### src/hw/nibble_alu_map.svh
// Constants for the nibble datapath: widths, constants and operation codes.
`ifndef NIBBLE_ALU_MAP_SVH
`define NIBBLE_ALU_MAP_SVH
`define NIB_W 4
`define XREG_W 2
`define ROW_WORDS 16
`define NIB_ZERO 4'h0
`define NIB_ONE 4'h1
`define NIB_MINUS_ONE 4'hF
`define NIB_MAX 4'hF
`define OPC_W 3
`define OPC_NOP 3'h0
`define OPC_MEM_DEC 3'h1
`define OPC_ACC_INC 3'h2
`define OPC_Y_INC 3'h3
`define OPC_ACC_DEC 3'h4
`define OPC_Y_DEC 3'h5
`define OPC_XOR_MEM 3'h6
`define OPC_NEG_ACC 3'h7
`endif

### src/hw/nibble_alu_pkg.sv
// Types shared by the nibble datapath modules.
package nibble_alu_pkg;
    typedef logic [3:0] nibble_t;
    typedef enum logic [1:0] {
        FLAG_KEEP,
        FLAG_CARRY,
        FLAG_SET
    } flag_src_t;
endpackage : nibble_alu_pkg

### src/hw/nibble_adder.sv
// Four-bit adder with carry out, used for all increment and decrement paths.
`timescale 1ns/1ps
`include "nibble_alu_map.svh"
module nibble_adder (
    input wire logic [`NIB_W-1:0] a,
    input wire logic [`NIB_W-1:0] b,
    input wire logic cin,
    output logic [`NIB_W-1:0] sum,
    output logic cout
);
    // The carry is the fifth bit of a widened sum.
    always_comb begin
        {cout, sum} = {1'b0, a} + {1'b0, b} + {4'h0, cin};
    end
endmodule : nibble_adder

### src/hw/ram_word_select.sv
// Picks the data-RAM word addressed jointly by the X and Y registers.
`timescale 1ns/1ps
`include "nibble_alu_map.svh"
module ram_word_select #(
    parameter int XW = `XREG_W
) (
    input wire logic [(2**XW)*`ROW_WORDS*`NIB_W-1:0] ram_flat,
    input wire logic [XW-1:0] xreg,
    input wire logic [`NIB_W-1:0] yreg,
    output logic [`NIB_W-1:0] word
);
    // Row is X, column is Y; the index is the concatenation of both.
    always_comb begin
        word = ram_flat[{xreg, yreg} * `NIB_W +: `NIB_W];
    end
endmodule : ram_word_select

### src/hw/nibble_alu.sv
// Nibble datapath executing memory decrement, register increment and decrement, xor and negate.
`timescale 1ns/1ps
`include "nibble_alu_map.svh"
// =============================================================================
module nibble_alu #(
    parameter int XW = `XREG_W
) (
    input wire logic core_clk,
    input wire logic srst,
    input wire logic op_valid,
    input wire logic [`OPC_W-1:0] op_code,
    input wire logic [`NIB_W-1:0] ram_rdata_row,
    input wire logic [XW-1:0] xreg,
    input wire logic [`NIB_W-1:0] yreg_load,
    input wire logic yreg_load_en,
    input wire logic [`NIB_W-1:0] acc_load,
    input wire logic acc_load_en,
    input wire logic [(2**XW)*`ROW_WORDS*`NIB_W-1:0] ram_flat,
    output logic [`NIB_W-1:0] acc_q,
    output logic [`NIB_W-1:0] yreg_q,
    output logic condition_flag_q,
    output logic [XW+`NIB_W-1:0] ram_addr_q,
    output logic ram_we_q,
    output logic done_q
);
    // =========================================================================
    // Timing
    // An operation is taken on the rising edge at which op_valid is high, and its
    // results, the flag included, stand on the registered outputs after that edge.
    // Operations may follow each other in consecutive cycles; each one sees the
    // accumulator and Y values left by the one before.
    // The RAM image is read combinationally, so it must be settled at the edge
    // that takes the operation; nothing here buffers it.
    // done_q pulses for exactly one cycle per taken operation, the no-op code
    // included, so a sequencer can count retired operations.
    // An accumulator or Y load is lost when an operation that writes the same
    // register is taken in that cycle.
    // Reset is synchronous: hold srst across at least one rising edge. The
    // accumulator, Y and the address clear, the flag comes up set, and the first
    // operation may be presented in the cycle after the releasing edge.
    // =========================================================================
    // Operand selection
    // The RAM operand is chosen combinationally from X and the registered Y value.
    nibble_alu_pkg::nibble_t mem_word;
    nibble_alu_pkg::nibble_t add_a;
    nibble_alu_pkg::nibble_t add_b;
    nibble_alu_pkg::nibble_t add_sum;
    logic add_cin;
    logic add_cout;
    logic unused_row;

    ram_word_select #(.XW(XW)) u_sel (
        .ram_flat(ram_flat),
        .xreg(xreg),
        .yreg(yreg_q),
        .word(mem_word)
    );

    // Parity of the spare input, kept only so that the input is consumed.
    assign unused_row = ^ram_rdata_row;

    // Zero test used by two flag equations.
    function automatic logic is_zero(input nibble_alu_pkg::nibble_t v);
        is_zero = (v == `NIB_ZERO);
    endfunction : is_zero

    // =========================================================================
    // Shared adder operand steering
    // One adder serves every arithmetic op, trading a mux for a second adder.
    always_comb begin
        add_a = acc_q;
        add_b = `NIB_ZERO;
        add_cin = 1'b0;
        case (op_code)
            `OPC_MEM_DEC: begin
                add_a = mem_word;
                add_b = `NIB_MINUS_ONE;
            end
            `OPC_ACC_INC: begin
                add_b = `NIB_ONE;
            end
            `OPC_Y_INC: begin
                add_a = yreg_q;
                add_b = `NIB_ONE;
            end
            `OPC_ACC_DEC: begin
                add_b = `NIB_MINUS_ONE;
            end
            `OPC_Y_DEC: begin
                add_a = yreg_q;
                add_b = `NIB_MINUS_ONE;
            end
            `OPC_NEG_ACC: begin
                add_a = ~acc_q;
                add_cin = 1'b1;
            end
            default: begin
                add_a = acc_q;
            end
        endcase
    end

    nibble_adder u_add (
        .a(add_a),
        .b(add_b),
        .cin(add_cin),
        .sum(add_sum),
        .cout(add_cout)
    );

    // =========================================================================
    // Operation classes
    // Each class function belongs to the group that owns the matching state,
    // so adding an operation means touching its class decode, the adder steering and the flag case.
    // Codes outside the classes fall through to the no-op behaviour.

    // True when the operation replaces the accumulator.
    function automatic logic writes_acc(input logic [`OPC_W-1:0] code);
        case (code)
            `OPC_MEM_DEC, `OPC_ACC_INC, `OPC_ACC_DEC, `OPC_XOR_MEM, `OPC_NEG_ACC: begin
                writes_acc = 1'b1;
            end
            default: begin
                writes_acc = 1'b0;
            end
        endcase
    endfunction : writes_acc

    // True when the operation replaces the Y register.
    function automatic logic writes_yreg(input logic [`OPC_W-1:0] code);
        case (code)
            `OPC_Y_INC, `OPC_Y_DEC: begin
                writes_yreg = 1'b1;
            end
            default: begin
                writes_yreg = 1'b0;
            end
        endcase
    endfunction : writes_yreg

    // Strobes qualified by the operation code, shared by the state groups below.
    logic take_acc;
    logic take_yreg;

    // A strobe carrying the no-op code is still taken, but moves no state.
    // Keeping these strobes apart stops a Y operation from touching the accumulator.
    always_comb begin
        take_acc = op_valid && writes_acc(op_code);
        take_yreg = op_valid && writes_yreg(op_code);
    end

    // =========================================================================
    // Accumulator group
    nibble_alu_pkg::nibble_t acc_d;

    // An operation result wins over an external load in the same cycle; the load
    // is then lost, so a sequencer that needs it must not issue both together.
    // Results wrap at four bits; no carry is kept beside the accumulator.
    always_comb begin
        acc_d = acc_q;
        if (acc_load_en) begin
            acc_d = acc_load;
        end
        if (take_acc) begin
            if (op_code == `OPC_XOR_MEM) begin
                acc_d = mem_word ^ acc_q;
            end else begin
                acc_d = add_sum;
            end
        end
    end

    // Accumulator register, cleared by reset.
    // It only ever takes acc_d, so every path into it is visible above.
    always_ff @(posedge core_clk) begin
        if (srst) begin
            acc_q <= `NIB_ZERO;
        end else begin
            acc_q <= acc_d;
        end
    end

    // =========================================================================
    // Y register group
    nibble_alu_pkg::nibble_t yreg_d;

    // A new Y value also moves the RAM operand, but only from the next cycle on,
    // because the operand selector reads the registered Y.
    // A Y load with no Y operation in the same cycle still takes effect.
    always_comb begin
        yreg_d = yreg_q;
        if (yreg_load_en) begin
            yreg_d = yreg_load;
        end
        if (take_yreg) begin
            yreg_d = add_sum;
        end
    end

    // Y register, cleared by reset.
    // Increment and decrement wrap around through the four-bit adder sum.
    always_ff @(posedge core_clk) begin
        if (srst) begin
            yreg_q <= `NIB_ZERO;
        end else begin
            yreg_q <= yreg_d;
        end
    end

    // =========================================================================
    // Condition flag group
    logic condition_flag_d;

    // The adder carry doubles as the not-borrow indication for the memory and Y decrements,
    // since adding F carries out exactly when the old value was nonzero.
    // Negation carries out of its plus-one step only for a zero accumulator; the
    // zero test gives the same flag without waiting on the adder's carry chain.
    always_comb begin
        condition_flag_d = condition_flag_q;
        if (op_valid) begin
            case (op_code)
                `OPC_MEM_DEC: begin
                    condition_flag_d = add_cout;
                end
                `OPC_ACC_INC: begin
                    condition_flag_d = 1'b1;
                end
                `OPC_Y_INC: begin
                    condition_flag_d = add_cout;
                end
                `OPC_ACC_DEC: begin
                    condition_flag_d = !is_zero(acc_q);
                end
                `OPC_Y_DEC: begin
                    condition_flag_d = add_cout;
                end
                `OPC_XOR_MEM: begin
                    condition_flag_d = 1'b1;
                end
                `OPC_NEG_ACC: begin
                    condition_flag_d = is_zero(acc_q);
                end
                default: begin
                    condition_flag_d = condition_flag_q;
                end
            endcase
        end
    end

    // The flag comes out of reset set; a no-op leaves it untouched.
    // Only the operation, never a load, writes the flag.
    always_ff @(posedge core_clk) begin
        if (srst) begin
            condition_flag_q <= 1'b1;
        end else begin
            condition_flag_q <= condition_flag_d;
        end
    end

    // =========================================================================
    // Memory address and completion group
    logic [XW+`NIB_W-1:0] ram_addr_d;
    logic ram_we_d;
    logic done_d;

    // The address follows X and the registered Y every cycle, so an observer sees
    // the word that the last operation read. No operation here ever writes RAM.
    // The write strobe is a register only so that every output starts at a flip-flop.
    always_comb begin
        ram_addr_d = {xreg, yreg_q};
        ram_we_d = 1'b0;
        done_d = op_valid;
    end

    // Address, write strobe and completion pulse registers.
    // done_q follows op_valid by one edge, whatever the operation code.
    always_ff @(posedge core_clk) begin
        if (srst) begin
            ram_addr_q <= '0;
            ram_we_q <= 1'b0;
            done_q <= 1'b0;
        end else begin
            ram_addr_q <= ram_addr_d;
            ram_we_q <= ram_we_d;
            done_q <= done_d;
        end
    end

    // The spare read-data input is reduced to one bit so it is visibly consumed;
    // the operand always comes from the full RAM image instead.
    logic unused_ok;
    assign unused_ok = unused_row;
endmodule : nibble_alu

### config.mk
export PLATFORM = sky130hd
export DESIGN_NAME = nibble_alu
export DESIGN_NICKNAME = d
export VERILOG_FILES = /design/src/hw/nibble_alu_pkg.sv /design/src/hw/nibble_adder.sv /design/src/hw/ram_word_select.sv /design/src/hw/nibble_alu.sv
export VERILOG_INCLUDE_DIRS = /design/src /design/src/hw
export SDC_FILE = /design/constraint.sdc
export NUM_CORES = 1
export LEC_CHECK = 0
export ABC_AREA = 0
export BUFFER_PORTS_ARGS = -buffer_cell sky130_fd_sc_hd__buf_2
export CAP_MARGIN = 20
export CORE_AREA = 2 2 115 117
export DETAILED_ROUTE_END_ITERATION = 7
export DIE_AREA = 0 0 117 119
export GPL_TIMING_DRIVEN = 0
export MAX_ROUTING_LAYER = met4
export PLACE_DENSITY = 0.61
export REMOVE_ABC_BUFFERS = 1
export SYNTH_ARGS = -nofsm -noshare
export SYNTH_HDL_FRONTEND = slang
export SYNTH_SLANG_ARGS = --single-unit
### constraint.sdc
create_clock -name core_clk -period 3.45 [get_ports core_clk]
set_input_delay 0.1725 -clock core_clk [delete_from_list [all_inputs] [get_ports core_clk]]
set_output_delay 0.1725 -clock core_clk [all_outputs]
set_load 0.01 [all_outputs]
==> flow_summary_export.csv <==
group,metric,value,unit
logic_synthesis,postSynthRegisterBits,16,
drt,ant_nets,0,
die,coreArea,12900,um2
logic_synthesis,syn-mean-instance-area,11.5,um2
critical_path,reg2reg_depth,19,
clock_network,clk_pin_slew,0.05,ns
sta,finalMaxSlewViolations,0,
clock_network,cts_buffers,3,
placed_design,place.port_buffers,289,
flow_run,drv.max_cap_violation_count,0,
clock_network,cts_tree,"yes",
logic_synthesis,yosys-top-cells-area,"sky130_fd_sc_hd__mux4_2 50%, sky130_fd_sc_hd__dfxtp_1 9.8%, sky130_fd_sc_hd__mux2i_1 8.3%, sky130_fd_sc_hd__a21oi_1 2.6%, sky130_fd_sc_hd__nor2b_1 2.5%",
critical_path,end_kind,"flop",
critical_path,timing.critical_path.required,3.57,ns
sta,setup_tns,0,ns
grt,grt_max_degree,38,
die,io_pins,295,
status,status,"finished clean",
grt,grt_overflow_total,0,
final_layout,final_layout_size_suffix_gt1_frac,0.744,
clock_network,clock-root-buffer,"sky130_fd_sc_hd__clkbuf_16",
critical_path,critical_path.reg2reg.startpoint,"yreg_q[1]$_SDFFE_PP0P_",
die,die_x,117,um
die,floorplan.initialDensity,0.254,
grt,global_route_wire_length_before_repair,20900,um
worst_hold_path,worst_hold_depth,2,
drt,routed_wl_per_cell,18.0,um
final_layout,final_design_area_no_fill,5480,um2
sta,fmax,0.290,GHz
sta,fin_crit,3.45,ns
worst_hold_path,whs_endpoint,"done_q$_SDFF_PP0_",
grt,first_global_vias,4112,
grt,initial_antenna_violation_count,1,
drt,top_signal_layer_used,"met4",
clock_network,cts.hold.buffers_added,0,
sta,tightest_slew,0.639,ns
clock_network,cts_buffer_depth,2,
logic_synthesis,netlist_area,3270,um2
logic_synthesis,netlist.area_leader.share,0.497,
placed_design,detailedPlacementHpwl,10700,um
sta,grt_setup_unrepaired,"true",
critical_path,crit_arrival,3.57,ns
die,core.rowCount,42,
critical_path,worst_setup_path_start_kind,"flop",
final_layout,post_layout_nonfiller_instances,759,
drt,post-route-drc-count,0,
logic_synthesis,synth.yosys.seq_area_share,0.0981,
final_layout,layout.nets,866,
logic_synthesis,postSynthCellCount,285,
grt,grt_util_all_layers,0.199,
critical_path,regToRegSetupSlack,0.00008,ns
logic_synthesis,synth.yosys.warnings,0,
power,power_density_of_the_placed_cells,255,nW/um2
sta,final_critical_path_share_of_the_clock_period,1.00,
power,static-leakage-power,2.46,nW
drt,drt-met1-wl,5210,um
logic_synthesis,edff_count_synth,0,
critical_path,worstReg2RegEnd,"acc_q[1]$_SDFFE_PP0P_",
logic_synthesis,synth_top_cells_by_count,"72 x sky130_fd_sc_hd__mux4_2, 27 x sky130_fd_sc_hd__mux2i_1, 18 x sky130_fd_sc_hd__nand2_1",
power,vdd.ir_drop.worst,201,uV
drt,met3_wire_length,708,um
logic_synthesis,netlist-cell-type-count,45,
logic_synthesis,synth_flop_type,"sky130_fd_sc_hd__dfxtp_1",
critical_path,path_class,"reg -> reg",
logic_synthesis,yosysTopAreaCell,"sky130_fd_sc_hd__mux4_2",
sta,final-setup-viol-count,0,
drt,num_vias,3815,
placed_design,post_dp_cell_area,4840,um2
clock_network,clock-sinks,16,
die,height_of_the_chip,119,um
sta,fin_worst_skew,0.00750,ns
drt,totalWireLength,13700,um
placed_design,global_placement_routability_congestion,0.861,
clock_network,clk_latency,0.25,ns
sta,timing.slew.headroom,0.574,
worst_hold_path,worstHoldPathType,"in -> reg",
logic_synthesis,synth_async_sr_flop_share,0,
logic_synthesis,synth.most_common_cell,"sky130_fd_sc_hd__mux4_2",
drt,drt-pass1-iter-count,6,
die,area_enclosed_by_the_die_boundary,13900,um2
final_layout,layout.core_utilization,0.426,
sta,hold_violations_final,0,
critical_path,cp_max_fo,5,
worst_hold_path,timing.hold.worst.start,"op_valid",
final_layout,syn2layout_area_growth,67.9,%
drt,routed-wl-met2,7640,um
clock_network,h-tree-depth,1,
placed_design,dp.cells,722,
drt,detail_route.vias_per_cell,5.03,
drt,initialDrtViolationCount,144,
state kept, by name (all words and copies together), names as in the netlist:
signal / flops
ram_addr_q: 6
acc_q: 4
yreg_q: 4
condition_flag_q: 1
done_q: 1
worst max-delay path by stage:
stage	startpoint	end	slack, ns	depth (start not counted)
3_5_place_dp	yreg_q[0]$_SDFFE_PP0P_	acc_q[2]$_SDFFE_PP0P_	-0.90	14
5_1_grt	yreg_q[1]$_SDFFE_PP0P_	acc_q[3]$_SDFFE_PP0P_	-0.11	15
4_1_cts	yreg_q[0]$_SDFFE_PP0P_	acc_q[2]$_SDFFE_PP0P_	-0.08	15
3_3_place_gp	yreg_q[1]$_SDFFE_PP0P_	acc_q[2]$_SDFFE_PP0P_	-3.36	13
2_1_floorplan	yreg_q[1]$_SDFFE_PP0P_	acc_q[2]$_SDFFE_PP0P_	-2.31	13
6_report	yreg_q[1]$_SDFFE_PP0P_	acc_q[1]$_SDFFE_PP0P_	0.00008	19
layer usage:
metal	GRT usage	vias to the layer above
met1	0.231	1859
met3	0.0122	14
met5	-	-
met2	0.377	161
li1	-	1781
met4	0.0338	0
layout make-up:
type	instances	area [um2]
repair buffers	324	1930
multi-input cells	236	2910
inverters	2	7.51
flip-flops and latches	16	333
well taps	176	220
fillers	1229	7390
diodes	1	2.50
clock buffers	4	78.8
metrics by stage:
stage / power [mW] / worst slack (ns) / hold WS, ns
floorplan: 0.696 / -2.31 / 0.239
global placement: 0.971 / -3.36 / 0.450
detailed placement: 0.979 / -0.900 / 0.470
CTS: 1.38 / -0.0815 / 0.251
global route: 1.49 / -0.111 / 0.256
finish: 1.40 / 0.0000824 / 0.257
report_power, final:
part	switching (mW)	leakage [nW]	internal, mW	total, mW
Clock	0.0704	0.0382	0.156	0.227
Sequential	0.0376	0.135	0.202	0.239
Combinational	0.363	2.29	0.570	0.933
worst max-delay path: stages (launching register included):
cell	delay (ns)
sky130_fd_sc_hd__dfxtp_4	0.43
sky130_fd_sc_hd__buf_16	0.15
sky130_fd_sc_hd__mux4_2	0.51
sky130_fd_sc_hd__mux4_2	0.47
sky130_fd_sc_hd__nor2b_4	0.14
sky130_fd_sc_hd__a21oi_4	0.17
sky130_fd_sc_hd__buf_6	0.11
sky130_fd_sc_hd__buf_4	0.09
sky130_fd_sc_hd__buf_4	0.09
sky130_fd_sc_hd__buf_4	0.10
sky130_fd_sc_hd__buf_4	0.09
sky130_fd_sc_hd__buf_4	0.09
sky130_fd_sc_hd__buf_4	0.10
sky130_fd_sc_hd__buf_4	0.09
sky130_fd_sc_hd__buf_4	0.09
sky130_fd_sc_hd__buf_4	0.09
sky130_fd_sc_hd__buf_4	0.10
sky130_fd_sc_hd__buf_6	0.09
sky130_fd_sc_hd__mux2i_2	0.23
sky130_fd_sc_hd__a221oi_2	0.08
cells in the final DEF (no fill, tap or decap), types with 2 or more instances in the layout:
| cell type | n |
|---|---|
| sky130_fd_sc_hd__buf_2 | 289 |
| sky130_fd_sc_hd__mux4_2 | 72 |
| sky130_fd_sc_hd__mux2i_1 | 24 |
| sky130_fd_sc_hd__buf_4 | 19 |
| sky130_fd_sc_hd__nand2_1 | 18 |
| sky130_fd_sc_hd__a21oi_1 | 14 |
| sky130_fd_sc_hd__nor2_1 | 13 |
| sky130_fd_sc_hd__dfxtp_1 | 12 |
| sky130_fd_sc_hd__nor2b_1 | 11 |
| sky130_fd_sc_hd__and3_1 | 6 |
| sky130_fd_sc_hd__buf_12 | 6 |
| sky130_fd_sc_hd__o22ai_1 | 5 |
| sky130_fd_sc_hd__buf_16 | 5 |
| sky130_fd_sc_hd__a22oi_1 | 4 |
| sky130_fd_sc_hd__nand3_1 | 4 |
| sky130_fd_sc_hd__a21oi_2 | 3 |
| sky130_fd_sc_hd__o21ai_1 | 3 |
| sky130_fd_sc_hd__nor3_2 | 3 |
| sky130_fd_sc_hd__nor3_1 | 3 |
| sky130_fd_sc_hd__xor2_1 | 3 |
| sky130_fd_sc_hd__mux2_2 | 3 |
| sky130_fd_sc_hd__clkbuf_16 | 3 |
| sky130_fd_sc_hd__buf_6 | 3 |
| sky130_fd_sc_hd__dfxtp_4 | 3 |
| sky130_fd_sc_hd__or2_2 | 2 |
| sky130_fd_sc_hd__nor2b_4 | 2 |
| sky130_fd_sc_hd__a21oi_4 | 2 |
| sky130_fd_sc_hd__nand3b_1 | 2 |
| sky130_fd_sc_hd__a22o_1 | 2 |
| sky130_fd_sc_hd__o21a_1 | 2 |
| sky130_fd_sc_hd__mux2i_2 | 2 |
| sky130_fd_sc_hd__o21ai_0 | 2 |
| sky130_fd_sc_hd__nand2b_1 | 2 |
| sky130_fd_sc_hd__xnor2_1 | 2 |
| sky130_fd_sc_hd__o21ai_2 | 2 |
| sky130_fd_sc_hd__and4b_1 | 2 |
| sky130_fd_sc_hd__a221oi_2 | 2 |
| sky130_fd_sc_hd__fa_2 | 2 |
| sky130_fd_sc_hd__ha_1 | 2 |
cells by family after synthesis:
logic type / after synthesis / share of synthesized area
XOR/XNOR: 6 / 0.0161
AO/OA/AOI/OAI: 50 / 0.100
other: 1 / 0.00115
buffers and inverters: 33 / 0.0525
adder cells (fa/ha/maj): 5 / 0.0238
flip-flops: 16 / 0.0981
AND/OR/NAND/NOR: 71 / 0.115
multiplexers: 103 / 0.593
repair_timing:
action	in CTS	in global routing
hold endpoints to repair	0	0
setup endpoints to repair	9	7
setup buffers	27	3
resized for setup	28	14
cloned	5	0
pin swaps	13	15
(Power assumes the default switching activity.)
